<file path="config.mk">
export PLATFORM = sky130hd
export DESIGN_NAME = ghl_link_timing
export DESIGN_NICKNAME = d
export VERILOG_FILES = /design/src/design/ghl_pkg.sv /design/src/design/ghl_link_timing.sv /design/src/design/ghl_sync.sv
export VERILOG_INCLUDE_DIRS = /design/src /design/src/design
export SDC_FILE = /design/constraint.sdc
export NUM_CORES = 1
export LEC_CHECK = 0
export ABC_AREA = 1
export BUFFER_PORTS_ARGS = -buffer_cell sky130_fd_sc_hd__buf_2
export CAP_MARGIN = 25
export CORE_MARGIN = 5
export CORE_UTILIZATION = 60
export DETAILED_ROUTE_END_ITERATION = 7
export GPL_ROUTABILITY_DRIVEN = 0
export GPL_TIMING_DRIVEN = 1
export PLACE_DENSITY_LB_ADDON = 0.12
export SETUP_SLACK_MARGIN = 0.4
export SYNTH_ARGS = -nofsm -noshare
export SYNTH_HDL_FRONTEND = slang
export SYNTH_SLANG_ARGS = --single-unit
export TNS_END_PERCENT = 30
</file>
<file path="constraint.sdc">
create_clock -name clk_i -period 7.5 [get_ports clk_i]
set_input_delay 0.75 -clock clk_i [delete_from_list [all_inputs] [get_ports clk_i]]
set_output_delay 0.75 -clock clk_i [all_outputs]
set_load 0.05 [all_outputs]
</file>
<file path="src/design/ghl_defines.svh">
/*
 * Timing figures, counter widths and idle levels for the gauge host-link
 * timing block. Definitions only; included by the package and the modules.
 */
`ifndef GHL_DEFINES_SVH
`define GHL_DEFINES_SVH

// system clock and the slow tick that paces the millisecond counters
`define GHL_CLK_HZ        10000000
`define GHL_TICK_HZ       1000

// counter widths
`define GHL_MS_W          15
`define GHL_CYC_W         12
`define GHL_TICK_W        14

// smbus figures
`define GHL_SLV_FMAX_KHZ  100
`define GHL_SLV_FMIN_KHZ  10
`define GHL_MST_HZ        51200
`define GHL_TOUT_MS       30
`define GHL_IDLE_RST_MS   50
`define GHL_IDLE_US       50
`define GHL_SEXT_MS       25
`define GHL_MEXT_MS       10

// single-wire figures
`define GHL_SW_START_US   32
`define GHL_SW_B0_US      120
`define GHL_SW_CELL_US    205
`define GHL_SW_RSP_US     200
`define GHL_SW_RXS_US     100

// measurement schedule
`define GHL_MEAS_BASE_MS  2000
`define GHL_MEAS_MAX_MS   2500
`define GHL_FC_ADD_MS     500
`define GHL_FC_PER_MS     20000

// released open-drain line level
`define GHL_LINE_IDLE     1'b1

`endif

</file>
<file path="src/design/ghl_pkg.sv">
/*
 * Types of the gauge host-link timing block: state enums, carrier structs
 * and the single packed state record. Assumes ghl_defines.svh is on the path.
 */
`include "ghl_defines.svh"

package ghl_pkg;

   typedef enum logic [1:0] {MS_IDLE, MS_LOW, MS_HIGH} ghl_mst_type;

   typedef enum logic [2:0] {SW_IDLE, SW_WAIT, SW_READY, SW_START, SW_DATA, SW_REST} ghl_sw_type;

   // smbus requests from the gauge core
   typedef struct packed {
      logic mst_en;
      logic mst_run;
      logic mst_hold;
      logic slv_hold;
      logic sda_drive;
   } ghl_smb_ctl_type;

   // operating mode seen by the measurement scheduler
   typedef struct packed {
      logic comp_end_of_discharge_voltage;
      logic energy_units_mode;
      logic max_rate;
      logic rate_forecast_req;
   } ghl_meas_mode_type;

   typedef struct packed {
      logic                   scl_p;
      logic                   sda_p;
      logic                   hdq_p;
      logic [`GHL_TICK_W-1:0] tcnt;
      logic                   tick;
      logic                   act;
      logic                   lock;
      logic [`GHL_MS_W-1:0]   low_ms;
      logic [`GHL_MS_W-1:0]   high_ms;
      logic [`GHL_MS_W-1:0]   sext_ms;
      logic [`GHL_MS_W-1:0]   mext_ms;
      logic [`GHL_CYC_W-1:0]  hus;
      logic [`GHL_CYC_W-1:0]  per;
      ghl_mst_type            mst;
      logic [`GHL_CYC_W-1:0]  mcnt;
      ghl_sw_type             sw;
      logic [`GHL_CYC_W-1:0]  swcnt;
      logic                   swbit;
      logic                   rxon;
      logic [`GHL_CYC_W-1:0]  rxcnt;
      logic [`GHL_MS_W-1:0]   meas_ms;
      logic [`GHL_MS_W-1:0]   fc_ms;
      logic                   fc_due;
      logic                   pin_lo;
      logic                   slv_drv;
      logic                   scl_oe;
      logic                   sda_oe;
      logic                   hdq_oe;
      logic                   start;
      logic                   stop;
      logic                   tout;
      logic                   idrst;
      logic                   idle;
      logic                   rate_err;
      logic                   tx_ready;
      logic                   tx_done;
      logic                   rx_valid;
      logic                   rx_bit;
      logic                   meas;
      logic                   fc_run;
   } ghl_state_type;

endpackage

</file>
<file path="src/design/ghl_link_timing.sv">
/*
 * Host-link timing for a battery gauge: smbus clock supervision, master
 * clock, stretch budgets, single-wire bit cells and the measurement schedule.
 * Assumes open-drain pins resolved outside and a core driving the requests.
 */
// Function
// - slave bus clock between 10 and 100 kHz; only a clock faster than 100 kHz is flagged
// - master clock nominal 51.2 kHz
// - clock low too long gives timeout, abort
// - clock high over 50 ms resets transaction
// - idle only after 50 us high
// - slave stretch total per message within 25 ms
// - master stretch total per message within 10 ms
// - sent bit cells last 190 to 250 us
// - sent start low pulse at least 32 us
// - read data starts 190 to 320 us later
// - measurement cycle every 2 to 2.5 s
// - longest interval with all three slow modes
// - rate forecast adds at most 0.5 s
`timescale 1ns/1ns
`default_nettype none
`include "ghl_defines.svh"

module ghl_link_timing #(
   parameter int TICK_CYC = `GHL_CLK_HZ / `GHL_TICK_HZ
) (
   input  wire logic                       clk_i,
   input  wire logic                       sys_rst_i,
   input  wire logic                       smbus_clock_pin_i,
   output logic                            smbus_clock_pin_o,
   output logic                            smbus_clock_pin_oe_o,
   input  wire logic                       smbus_data_pin_i,
   output logic                            smbus_data_pin_o,
   output logic                            smbus_data_pin_oe_o,
   input  wire logic                       sw_pin_i,
   output logic                            sw_pin_o,
   output logic                            sw_pin_oe_o,
   input  wire ghl_pkg::ghl_smb_ctl_type   smb_ctl_i,
   input  wire ghl_pkg::ghl_meas_mode_type meas_mode_i,
   input  wire logic                       rd_cmd_done_i,
   input  wire logic                       tx_valid_i,
   input  wire logic                       tx_bit_i,
   output logic                            bus_start_o,
   output logic                            bus_stop_o,
   output logic                            bus_active_o,
   output logic                            timeout_o,
   output logic                            idle_reset_o,
   output logic                            bus_idle_o,
   output logic                            rate_err_o,
   output logic                            tx_ready_o,
   output logic                            tx_done_o,
   output logic                            rx_valid_o,
   output logic                            rx_bit_o,
   output logic                            meas_start_o,
   output logic                            rate_forecast_run_o
);

   localparam int CW = `GHL_CYC_W;
   localparam int MW = `GHL_MS_W;
   localparam int CLK_MHZ   = `GHL_CLK_HZ / 1000000;
   localparam int TOUT_T    = `GHL_TOUT_MS * `GHL_TICK_HZ / 1000;
   localparam int IDRST_T   = `GHL_IDLE_RST_MS * `GHL_TICK_HZ / 1000;
   localparam int SEXT_T    = `GHL_SEXT_MS * `GHL_TICK_HZ / 1000;
   localparam int MEXT_T    = `GHL_MEXT_MS * `GHL_TICK_HZ / 1000;
   localparam int BASE_T    = `GHL_MEAS_BASE_MS * `GHL_TICK_HZ / 1000;
   localparam int MAXI_T    = `GHL_MEAS_MAX_MS * `GHL_TICK_HZ / 1000;
   localparam int FCADD_T   = `GHL_FC_ADD_MS * `GHL_TICK_HZ / 1000;
   localparam int FCPER_T   = `GHL_FC_PER_MS * `GHL_TICK_HZ / 1000;
   localparam int IDLE_C    = `GHL_IDLE_US * CLK_MHZ;
   localparam int PMIN_C    = `GHL_CLK_HZ / (`GHL_SLV_FMAX_KHZ * 1000);
   localparam int HALF_C    = `GHL_CLK_HZ / (2 * `GHL_MST_HZ);
   localparam int START_C   = `GHL_SW_START_US * CLK_MHZ;
   localparam int B0_C      = `GHL_SW_B0_US * CLK_MHZ;
   localparam int CELL_C    = `GHL_SW_CELL_US * CLK_MHZ;
   localparam int RSP_C     = `GHL_SW_RSP_US * CLK_MHZ;
   localparam int RXS_C     = `GHL_SW_RXS_US * CLK_MHZ;

   ghl_pkg::ghl_state_type st_r;
   ghl_pkg::ghl_state_type st_nxt;
   logic [2:0]             pins_s;
   logic                   scl_s;
   logic                   sda_s;
   logic                   hdq_s;

   ////////////////////////////////////////////////////////////////////////////
   // pins come from outside the clock domain
   ghl_sync #(.W(3)) u_sync (
      .clk_i     (clk_i),
      .sys_rst_i (sys_rst_i),
      .d_i       ({smbus_clock_pin_i, smbus_data_pin_i, sw_pin_i}),
      .q_o       (pins_s)
   );
   assign scl_s = pins_s[2];
   assign sda_s = pins_s[1];
   assign hdq_s = pins_s[0];

   ////////////////////////////////////////////////////////////////////////////
   // next state of everything
   always_comb begin
      logic abort;
      logic host_fall;
      logic [MW-1:0] ival;
      abort     = 1'b0;
      host_fall = st_r.hdq_p & ~hdq_s & ~st_r.hdq_oe;
      ival      = '0;
      st_nxt    = st_r;
      st_nxt.scl_p    = scl_s;
      st_nxt.sda_p    = sda_s;
      st_nxt.hdq_p    = hdq_s;
      st_nxt.pin_lo   = 1'b0;
      st_nxt.start    = 1'b0;
      st_nxt.stop     = 1'b0;
      st_nxt.tout     = 1'b0;
      st_nxt.idrst    = 1'b0;
      st_nxt.rate_err = 1'b0;
      st_nxt.tx_done  = 1'b0;
      st_nxt.rx_valid = 1'b0;
      st_nxt.meas     = 1'b0;
      st_nxt.fc_run   = 1'b0;
      // millisecond tick divider
      st_nxt.tick = (st_r.tcnt == (`GHL_TICK_W)'(TICK_CYC - 1));
      st_nxt.tcnt = st_nxt.tick ? '0 : st_r.tcnt + 1'b1;

      // start and stop: data edge while the clock stays high
      if (scl_s && st_r.scl_p && st_r.sda_p && !sda_s) begin
         st_nxt.start   = 1'b1;
         st_nxt.act     = 1'b1;
         st_nxt.lock    = 1'b0;
         st_nxt.sext_ms = '0;
         st_nxt.mext_ms = '0;
      end else if (scl_s && st_r.scl_p && !st_r.sda_p && sda_s) begin
         st_nxt.stop = 1'b1;
         st_nxt.act  = 1'b0;
      end

      // clock-low watchdog; limit sits inside the 25..35 ms window
      if (scl_s) begin
         st_nxt.low_ms = '0;
      end else if (st_r.tick && st_r.low_ms != MW'(TOUT_T)) begin
         st_nxt.low_ms = st_r.low_ms + 1'b1;
         if (st_nxt.low_ms == MW'(TOUT_T) && st_r.act) begin
            st_nxt.tout = 1'b1;
            abort       = 1'b1;
         end
      end

      // clock stuck high ends any transaction in flight
      if (!scl_s || st_nxt.start) begin
         st_nxt.high_ms = '0; // a start restarts the count, else a long idle masks it
      end else if (st_r.tick && st_r.high_ms != MW'(IDRST_T)) begin
         st_nxt.high_ms = st_r.high_ms + 1'b1;
         if (st_nxt.high_ms == MW'(IDRST_T) && st_r.act) begin
            st_nxt.idrst = 1'b1;
            abort        = 1'b1;
         end
      end

      // idle needs an unbroken high stretch
      if (!scl_s) begin
         st_nxt.hus = '0;
      end else if (st_r.hus != CW'(IDLE_C)) begin
         st_nxt.hus = st_r.hus + 1'b1;
      end
      st_nxt.idle = scl_s && (st_nxt.hus == CW'(IDLE_C));

      // rising-edge spacing; only too-fast is flagged since stretching slows
      if (scl_s && !st_r.scl_p) begin
         st_nxt.per = '0;
         if (st_r.act && st_r.per < CW'(PMIN_C - 1)) begin
            st_nxt.rate_err = 1'b1;
         end
      end else if (st_r.per != {CW{1'b1}}) begin
         st_nxt.per = st_r.per + 1'b1;
      end

      // slave stretch budget, counted while we hold the line
      if (st_r.slv_drv && st_r.tick) begin
         st_nxt.sext_ms = st_r.sext_ms + 1'b1;
      end
      st_nxt.slv_drv = st_nxt.act && !st_nxt.lock && smb_ctl_i.slv_hold && !smb_ctl_i.mst_en
                       && (!scl_s || st_r.slv_drv) && st_nxt.sext_ms < MW'(SEXT_T);

      // master clock generator
      case (st_r.mst)
         ghl_pkg::MS_IDLE: begin
            st_nxt.mcnt = '0;
            if (smb_ctl_i.mst_en && smb_ctl_i.mst_run && !st_r.lock) begin
               st_nxt.mst = ghl_pkg::MS_LOW;
            end
         end
         ghl_pkg::MS_LOW: begin
            if (st_r.mcnt < CW'(HALF_C - 1)) begin
               st_nxt.mcnt = st_r.mcnt + 1'b1;
            end else if (smb_ctl_i.mst_hold && st_r.mext_ms < MW'(MEXT_T)) begin
               if (st_r.tick) begin
                  st_nxt.mext_ms = st_r.mext_ms + 1'b1;
               end
            end else begin
               st_nxt.mst  = ghl_pkg::MS_HIGH;
               st_nxt.mcnt = '0;
            end
         end
         ghl_pkg::MS_HIGH: begin
            if (!scl_s) begin
               st_nxt.mcnt = '0; // a slave is stretching: wait it out
            end else if (st_r.mcnt == CW'(HALF_C - 1)) begin
               st_nxt.mcnt = '0;
               st_nxt.mst  = (smb_ctl_i.mst_en && smb_ctl_i.mst_run) ? ghl_pkg::MS_LOW : ghl_pkg::MS_IDLE;
            end else begin
               st_nxt.mcnt = st_r.mcnt + 1'b1;
            end
         end
         default: begin
            st_nxt.mst = ghl_pkg::MS_IDLE;
         end
      endcase

      // abort releases both lines until the next start
      if (abort) begin
         st_nxt.act     = 1'b0;
         st_nxt.lock    = 1'b1;
         st_nxt.mst     = ghl_pkg::MS_IDLE;
         st_nxt.slv_drv = 1'b0;
      end
      st_nxt.scl_oe = st_nxt.slv_drv || (st_nxt.mst == ghl_pkg::MS_LOW);
      st_nxt.sda_oe = smb_ctl_i.sda_drive && st_nxt.act && !st_nxt.lock;

      // single-wire bit cells sent to the host
      if (st_r.sw == ghl_pkg::SW_START || st_r.sw == ghl_pkg::SW_DATA || st_r.sw == ghl_pkg::SW_REST) begin
         st_nxt.swcnt = st_r.swcnt + 1'b1;
      end
      case (st_r.sw)
         ghl_pkg::SW_IDLE: begin
            st_nxt.swcnt = '0;
            if (rd_cmd_done_i) begin
               st_nxt.sw = ghl_pkg::SW_WAIT;
            end
         end
         ghl_pkg::SW_WAIT: begin
            st_nxt.swcnt = st_r.swcnt + 1'b1;
            if (st_r.swcnt == CW'(RSP_C - 1)) begin
               st_nxt.sw       = ghl_pkg::SW_READY;
               st_nxt.swcnt    = '0;
               st_nxt.tx_ready = 1'b1;
            end
         end
         ghl_pkg::SW_READY: begin
            if (tx_valid_i) begin
               st_nxt.sw       = ghl_pkg::SW_START;
               st_nxt.swbit    = tx_bit_i;
               st_nxt.tx_ready = 1'b0;
            end else if (host_fall) begin
               st_nxt.sw       = ghl_pkg::SW_IDLE; // host took the line back
               st_nxt.tx_ready = 1'b0;
            end
         end
         ghl_pkg::SW_START: begin
            if (st_r.swcnt == CW'(START_C - 1)) begin
               st_nxt.sw = ghl_pkg::SW_DATA;
            end
         end
         ghl_pkg::SW_DATA: begin
            if (st_r.swcnt == CW'(B0_C - 1)) begin
               st_nxt.sw = ghl_pkg::SW_REST;
            end
         end
         ghl_pkg::SW_REST: begin
            if (st_r.swcnt == CW'(CELL_C - 1)) begin
               st_nxt.sw       = ghl_pkg::SW_READY;
               st_nxt.swcnt    = '0;
               st_nxt.tx_done  = 1'b1;
               st_nxt.tx_ready = 1'b1;
            end
         end
         default: begin
            st_nxt.sw = ghl_pkg::SW_IDLE;
         end
      endcase
      st_nxt.hdq_oe = (st_nxt.sw == ghl_pkg::SW_START) || (st_nxt.sw == ghl_pkg::SW_DATA && !st_nxt.swbit);

      // host cells: a falling edge outside our own sent cells starts one, data sampled mid-cell
      if (host_fall && st_r.sw != ghl_pkg::SW_START && st_r.sw != ghl_pkg::SW_DATA
          && st_r.sw != ghl_pkg::SW_REST) begin
         st_nxt.rxon  = 1'b1;
         st_nxt.rxcnt = '0;
      end else if (st_r.rxon) begin
         st_nxt.rxcnt = st_r.rxcnt + 1'b1;
         if (st_r.rxcnt == CW'(RXS_C - 1)) begin
            st_nxt.rxon     = 1'b0; // next fall only after the cell ends
            st_nxt.rx_valid = 1'b1;
            st_nxt.rx_bit   = hdq_s;
         end
      end

      // measurement schedule; forecast request set wins over the clear
      ival = MW'(BASE_T);
      if (meas_mode_i.comp_end_of_discharge_voltage && meas_mode_i.energy_units_mode && meas_mode_i.max_rate) begin
         ival = MW'(MAXI_T);
      end
      if (st_r.fc_due) begin
         ival = ival + MW'(FCADD_T);
      end
      if (st_r.tick) begin
         st_nxt.meas_ms = st_r.meas_ms + 1'b1;
         st_nxt.fc_ms   = st_r.fc_ms + 1'b1;
         if (st_nxt.meas_ms >= ival) begin
            st_nxt.meas    = 1'b1;
            st_nxt.fc_run  = st_r.fc_due;
            st_nxt.fc_due  = 1'b0;
            st_nxt.meas_ms = '0;
         end
         if (st_r.fc_ms == MW'(FCPER_T - 1)) begin
            st_nxt.fc_ms  = '0;
            st_nxt.fc_due = 1'b1;
         end
      end
      if (meas_mode_i.rate_forecast_req) begin
         st_nxt.fc_due = 1'b1;
      end
   end

   ////////////////////////////////////////////////////////////////////////////
   // state register; lines start released, bus locked until a start
   always_ff @(posedge clk_i or posedge sys_rst_i) begin
      if (sys_rst_i) begin
         st_r       <= '0;
         st_r.scl_p <= `GHL_LINE_IDLE;
         st_r.sda_p <= `GHL_LINE_IDLE;
         st_r.hdq_p <= `GHL_LINE_IDLE;
         st_r.lock  <= 1'b1;
         st_r.mst   <= ghl_pkg::MS_IDLE;
         st_r.sw    <= ghl_pkg::SW_IDLE;
      end else begin
         st_r <= st_nxt;
      end
   end

   ////////////////////////////////////////////////////////////////////////////
   // outputs straight from the state register
   assign smbus_clock_pin_o    = st_r.pin_lo;
   assign smbus_clock_pin_oe_o = st_r.scl_oe;
   assign smbus_data_pin_o     = st_r.pin_lo;
   assign smbus_data_pin_oe_o  = st_r.sda_oe;
   assign sw_pin_o             = st_r.pin_lo;
   assign sw_pin_oe_o          = st_r.hdq_oe;
   assign bus_start_o          = st_r.start;
   assign bus_stop_o           = st_r.stop;
   assign bus_active_o         = st_r.act;
   assign timeout_o            = st_r.tout;
   assign idle_reset_o         = st_r.idrst;
   assign bus_idle_o           = st_r.idle;
   assign rate_err_o           = st_r.rate_err;
   assign tx_ready_o           = st_r.tx_ready;
   assign tx_done_o            = st_r.tx_done;
   assign rx_valid_o           = st_r.rx_valid;
   assign rx_bit_o             = st_r.rx_bit;
   assign meas_start_o         = st_r.meas;
   assign rate_forecast_run_o  = st_r.fc_run;
endmodule

`default_nettype wire

</file>
<file path="src/design/ghl_sync.sv">
/*
 * Two-flop synchroniser, one stage pair per bit.
 * Assumes asynchronous inputs; lines idle high after reset.
 */
`timescale 1ns/1ns
`default_nettype none
`include "ghl_defines.svh"

module ghl_sync #(
   parameter int W = 3
) (
   input  wire logic         clk_i,
   input  wire logic         sys_rst_i,
   input  wire logic [W-1:0] d_i,
   output logic      [W-1:0] q_o
);

   logic [W-1:0] meta_r;

   ////////////////////////////////////////////////////////////////////////////
   // first stage is read only by the second
   genvar g;
   generate
      for (g = 0; g < W; g++) begin : g_bit
         always_ff @(posedge clk_i or posedge sys_rst_i) begin
            if (sys_rst_i) begin
               meta_r[g] <= `GHL_LINE_IDLE;
               q_o[g]    <= `GHL_LINE_IDLE;
            end else begin
               meta_r[g] <= d_i[g];
               q_o[g]    <= meta_r[g];
            end
         end
      end
   endgenerate

endmodule

`default_nettype wire

</file>
==> metrics.csv <==
metric;value;unit
status;finished clean;
ys async rst share;100;%
setup TNS;0;ns
Hold Path Depth;0;
Synth Instances;1481;
Slew headroom;40.2;%
Yosys reg bits;200;
Hold Path End;u_sync.q_o[2];
most frequent cells in the layout;319 x nand2_1, 236 x inv_1, 190 x dfrtp_1, 169 x nor2_1, 114 x nand3_1;
Synth-to-Final Area Change;8.30;%
post-place setup slack;4.72;ns
R2R cell count;16;
Hold Crit Class;reg -> reg;
DRT antenna net count;0;
Distinct cells, synth;53;
grt ovf;0;
Most flops, register;st_r;
routed vias;9533;
Clk network pwr share;40.4;%
total CTS buffers;17;
CP Launch Type;flop;
met3 WL;921;um
fmax;0.359;GHz
Worst EP required;7.82;ns
overall power;2.19;mW
commonest non-fill, non-tap cell in the layout;nand2_1;
clock-pin slew of the registers on the worst-case setup and hold paths;0.07;ns
PD cells;177;mW/mm^2
first-pass GRT wire length;41100;um
crit end category;flop;
combinational share of power;8.1;%
FILL cells;1569;
Hold Slack;0.358;ns
top routing layer used;met4;
vias in the first global route;9084;
Pint;1.62;mW
peak supply drop;0.149;mV
post-cts resize count;0;
max-slew violation count;0;
Detail Placement HPWL;17000;um
max FFs per register;178;
drt pass-1 iters;5;
Clock Latency Late Sink;0.43;ns
Avg Inst Size Synth;7.70;sq um
Clock Path Buffers;2;
layout cell share with drive strength beyond 1;9.99;%
Core Box Area;0.0187;sq mm
Finish-stage setup viols;0;
register area;0.00502;sq mm
placement row count;50;
RR Endpoint;rate_forecast_run_o;
drt total wl;23500;um
R2R Setup Slk;4.72;ns
initial drt markers;652;
Seq/Total Area, Yosys;44.0;%
DR vias/cell;5.40;
Synthesis Warnings;0;
Final Hold Vio Count;0;
final worst path period need;2.78;ns
met2 WL post-DR;11300;um
initial core utilization;61.0;%
largest net degree at the start of global routing;136;
Core Util, Final;66.1;%
Nets;1569;
CTS tree;done;
clk_skew;0.00844;ns
CP Max Fanout;14;
die height;148;um
DRC viols;0;
Cell Area, Synth;0.0114;sq mm
setup bufs post-CTS;0;
Min-Delay Startpoint;u_sync.meta_r[2];
I/O Buffers;32;
Final Cycle Share;37.1;%
number of max-cap violations;0;
# diodes;0;
area taken by multi-input logic gates;0.00538;sq mm
static leakage;5.99;nW
Least-Margin Pin Slew;0.897;ns
Reg power frac;51.5;%
switching pwr;0.566;mW
final setup margin;4.72;ns
EDFF count, synth;0;
initial antenna violation count;0;
Switching Fraction;25.9;%
biggest regs;st_r x178, u_sync.meta_r x3, u_sync.q_o x3;
GRT Total Usage;22.4;%
CTS Hold Bufs;0;
DR WL/cell;13.3;um
Die Span X;148;um
RSZ-0062 raised after global routing;no;
reg-to-reg critical path startpoint;st_r[34];
Top FF cell, synth;dfrtp_1;
clock sink count;200;
num ports;36;
H-tree depth;4;
root buffer cell;clkbuf_16;
WL met1;10900;um
worst path arrival time;3.10;ns
critical path class;reg -> reg;
die area;0.0219;sq mm
-- how the worst max path moves through the flow --
stage / startpoint / end / slack [ns] / depth (start not counted)
5_1_grt: st_r[34] / rate_forecast_run_o / 4.49 / 17
2_1_floorplan: sys_rst_i / bus_active_o / 1.31 / 1
6_report: st_r[34] / rate_forecast_run_o / 4.72 / 16
4_1_cts: st_r[34] / rate_forecast_run_o / 4.73 / 16
3_5_place_dp: meas_mode_i[3] / rate_forecast_run_o / 4.72 / 15
3_3_place_gp: meas_mode_i[3] / st_r[17] / 4.78 / 16
-- stage by stage --
step,instance area [sq um],cells
2_1_floorplan,11400,1483
3_3_place_gp,11800,1734
3_5_place_dp,11800,1734
4_1_cts,12400,1765
5_1_grt,12400,1765
6_report,12400,1765
-- synthesized netlist by cell type, types with 3 or more instances --
cell / count / area (sq um)
ha_1: 33 / 413
nor2_4: 9 / 101
nor2_2: 18 / 113
o21ai_0: 59 / 295
dfstp_2: 10 / 263
nor2_1: 169 / 634
nor3b_1: 6 / 45.0
nand2_1: 319 / 1200
a22oi_1: 3 / 22.5
inv_1: 237 / 890
nand4_1: 47 / 294
o211ai_1: 3 / 22.5
buf_2: 7 / 35.0
inv_2: 5 / 18.8
o22ai_1: 25 / 156
buf_4: 3 / 22.5
nor3_2: 5 / 50.1
o22ai_2: 8 / 100
nand3b_1: 3 / 22.5
xnor2_1: 7 / 61.3
a31oi_1: 4 / 25.0
or2_2: 6 / 37.5
nand2_2: 10 / 62.6
a21oi_1: 35 / 175
dfrtp_1: 190 / 4750
and3_1: 3 / 18.8
nand3_1: 114 / 571
nor4_1: 9 / 56.3
o21ai_1: 5 / 25.0
clkbuf_1: 3 / 11.3
nor3_1: 49 / 245
xor2_1: 39 / 342
nand3_2: 7 / 70.1
a211oi_1: 3 / 22.5
-- layout make-up --
| class | instances | share of cell area, % |
|---|---|---|
| Multi-Input combinational cell | 1022 | 43.6 |
| Timing Repair Buffer | 34 | 1.42 |
| Clock buffer | 17 | 3.44 |
| Tap cell | 234 | 2.37 |
| Sequential cell | 200 | 40.6 |
| Clock inverter | 14 | 1.11 |
| Inverter | 244 | 7.47 |
-- kinds of logic after synthesis --
| kind of cell | share of synthesized area [%] |
|---|---|
| other | 0.0329 |
| multiplexers | 0.0987 |
| buffers and inverters | 8.89 |
| adder cells (fa/ha/maj) | 3.62 |
| flip-flops | 44.0 |
| XOR/XNOR | 3.53 |
| AO/OA/AOI/OAI | 8.48 |
| AND/OR/NAND/NOR | 31.4 |
-- critical path: stages, from the launching register on --
cell and delay (ns):
dfrtp_1 0.38, ha_1 0.23, nand2_2 0.09, nor2_4 0.12, nand2_1 0.10, nor2_2 0.14
xor2_1 0.25, ha_1 0.29, a21o_1 0.20, o21bai_1 0.14, inv_1 0.06, nand4_1 0.08
nand2_1 0.05, nand2_1 0.07, nand2_2 0.23, nand2_1 0.17, nor2_1 0.06
-- layer usage --
layer | GRT usage [%] | up-vias
met2 | 37.2 | 180
met4 | 7.02 | 0
met3 | 3.68 | 28
met5 | 0 | -
li1 | - | 4862
met1 | 30.3 | 4463
-- power by group through the flow --
stage                     Combinational, mW  Clock, mW  Sequential, mW
after floorplan                       0.120          0            1.16
after global placement                0.175          0            1.15
after detailed placement              0.179          0            1.15
after CTS                             0.180      0.904            1.13
after global routing                  0.206      0.956            1.13
final                                 0.178      0.883            1.13
No activity file was read; power rests on OpenSTA's default activity.
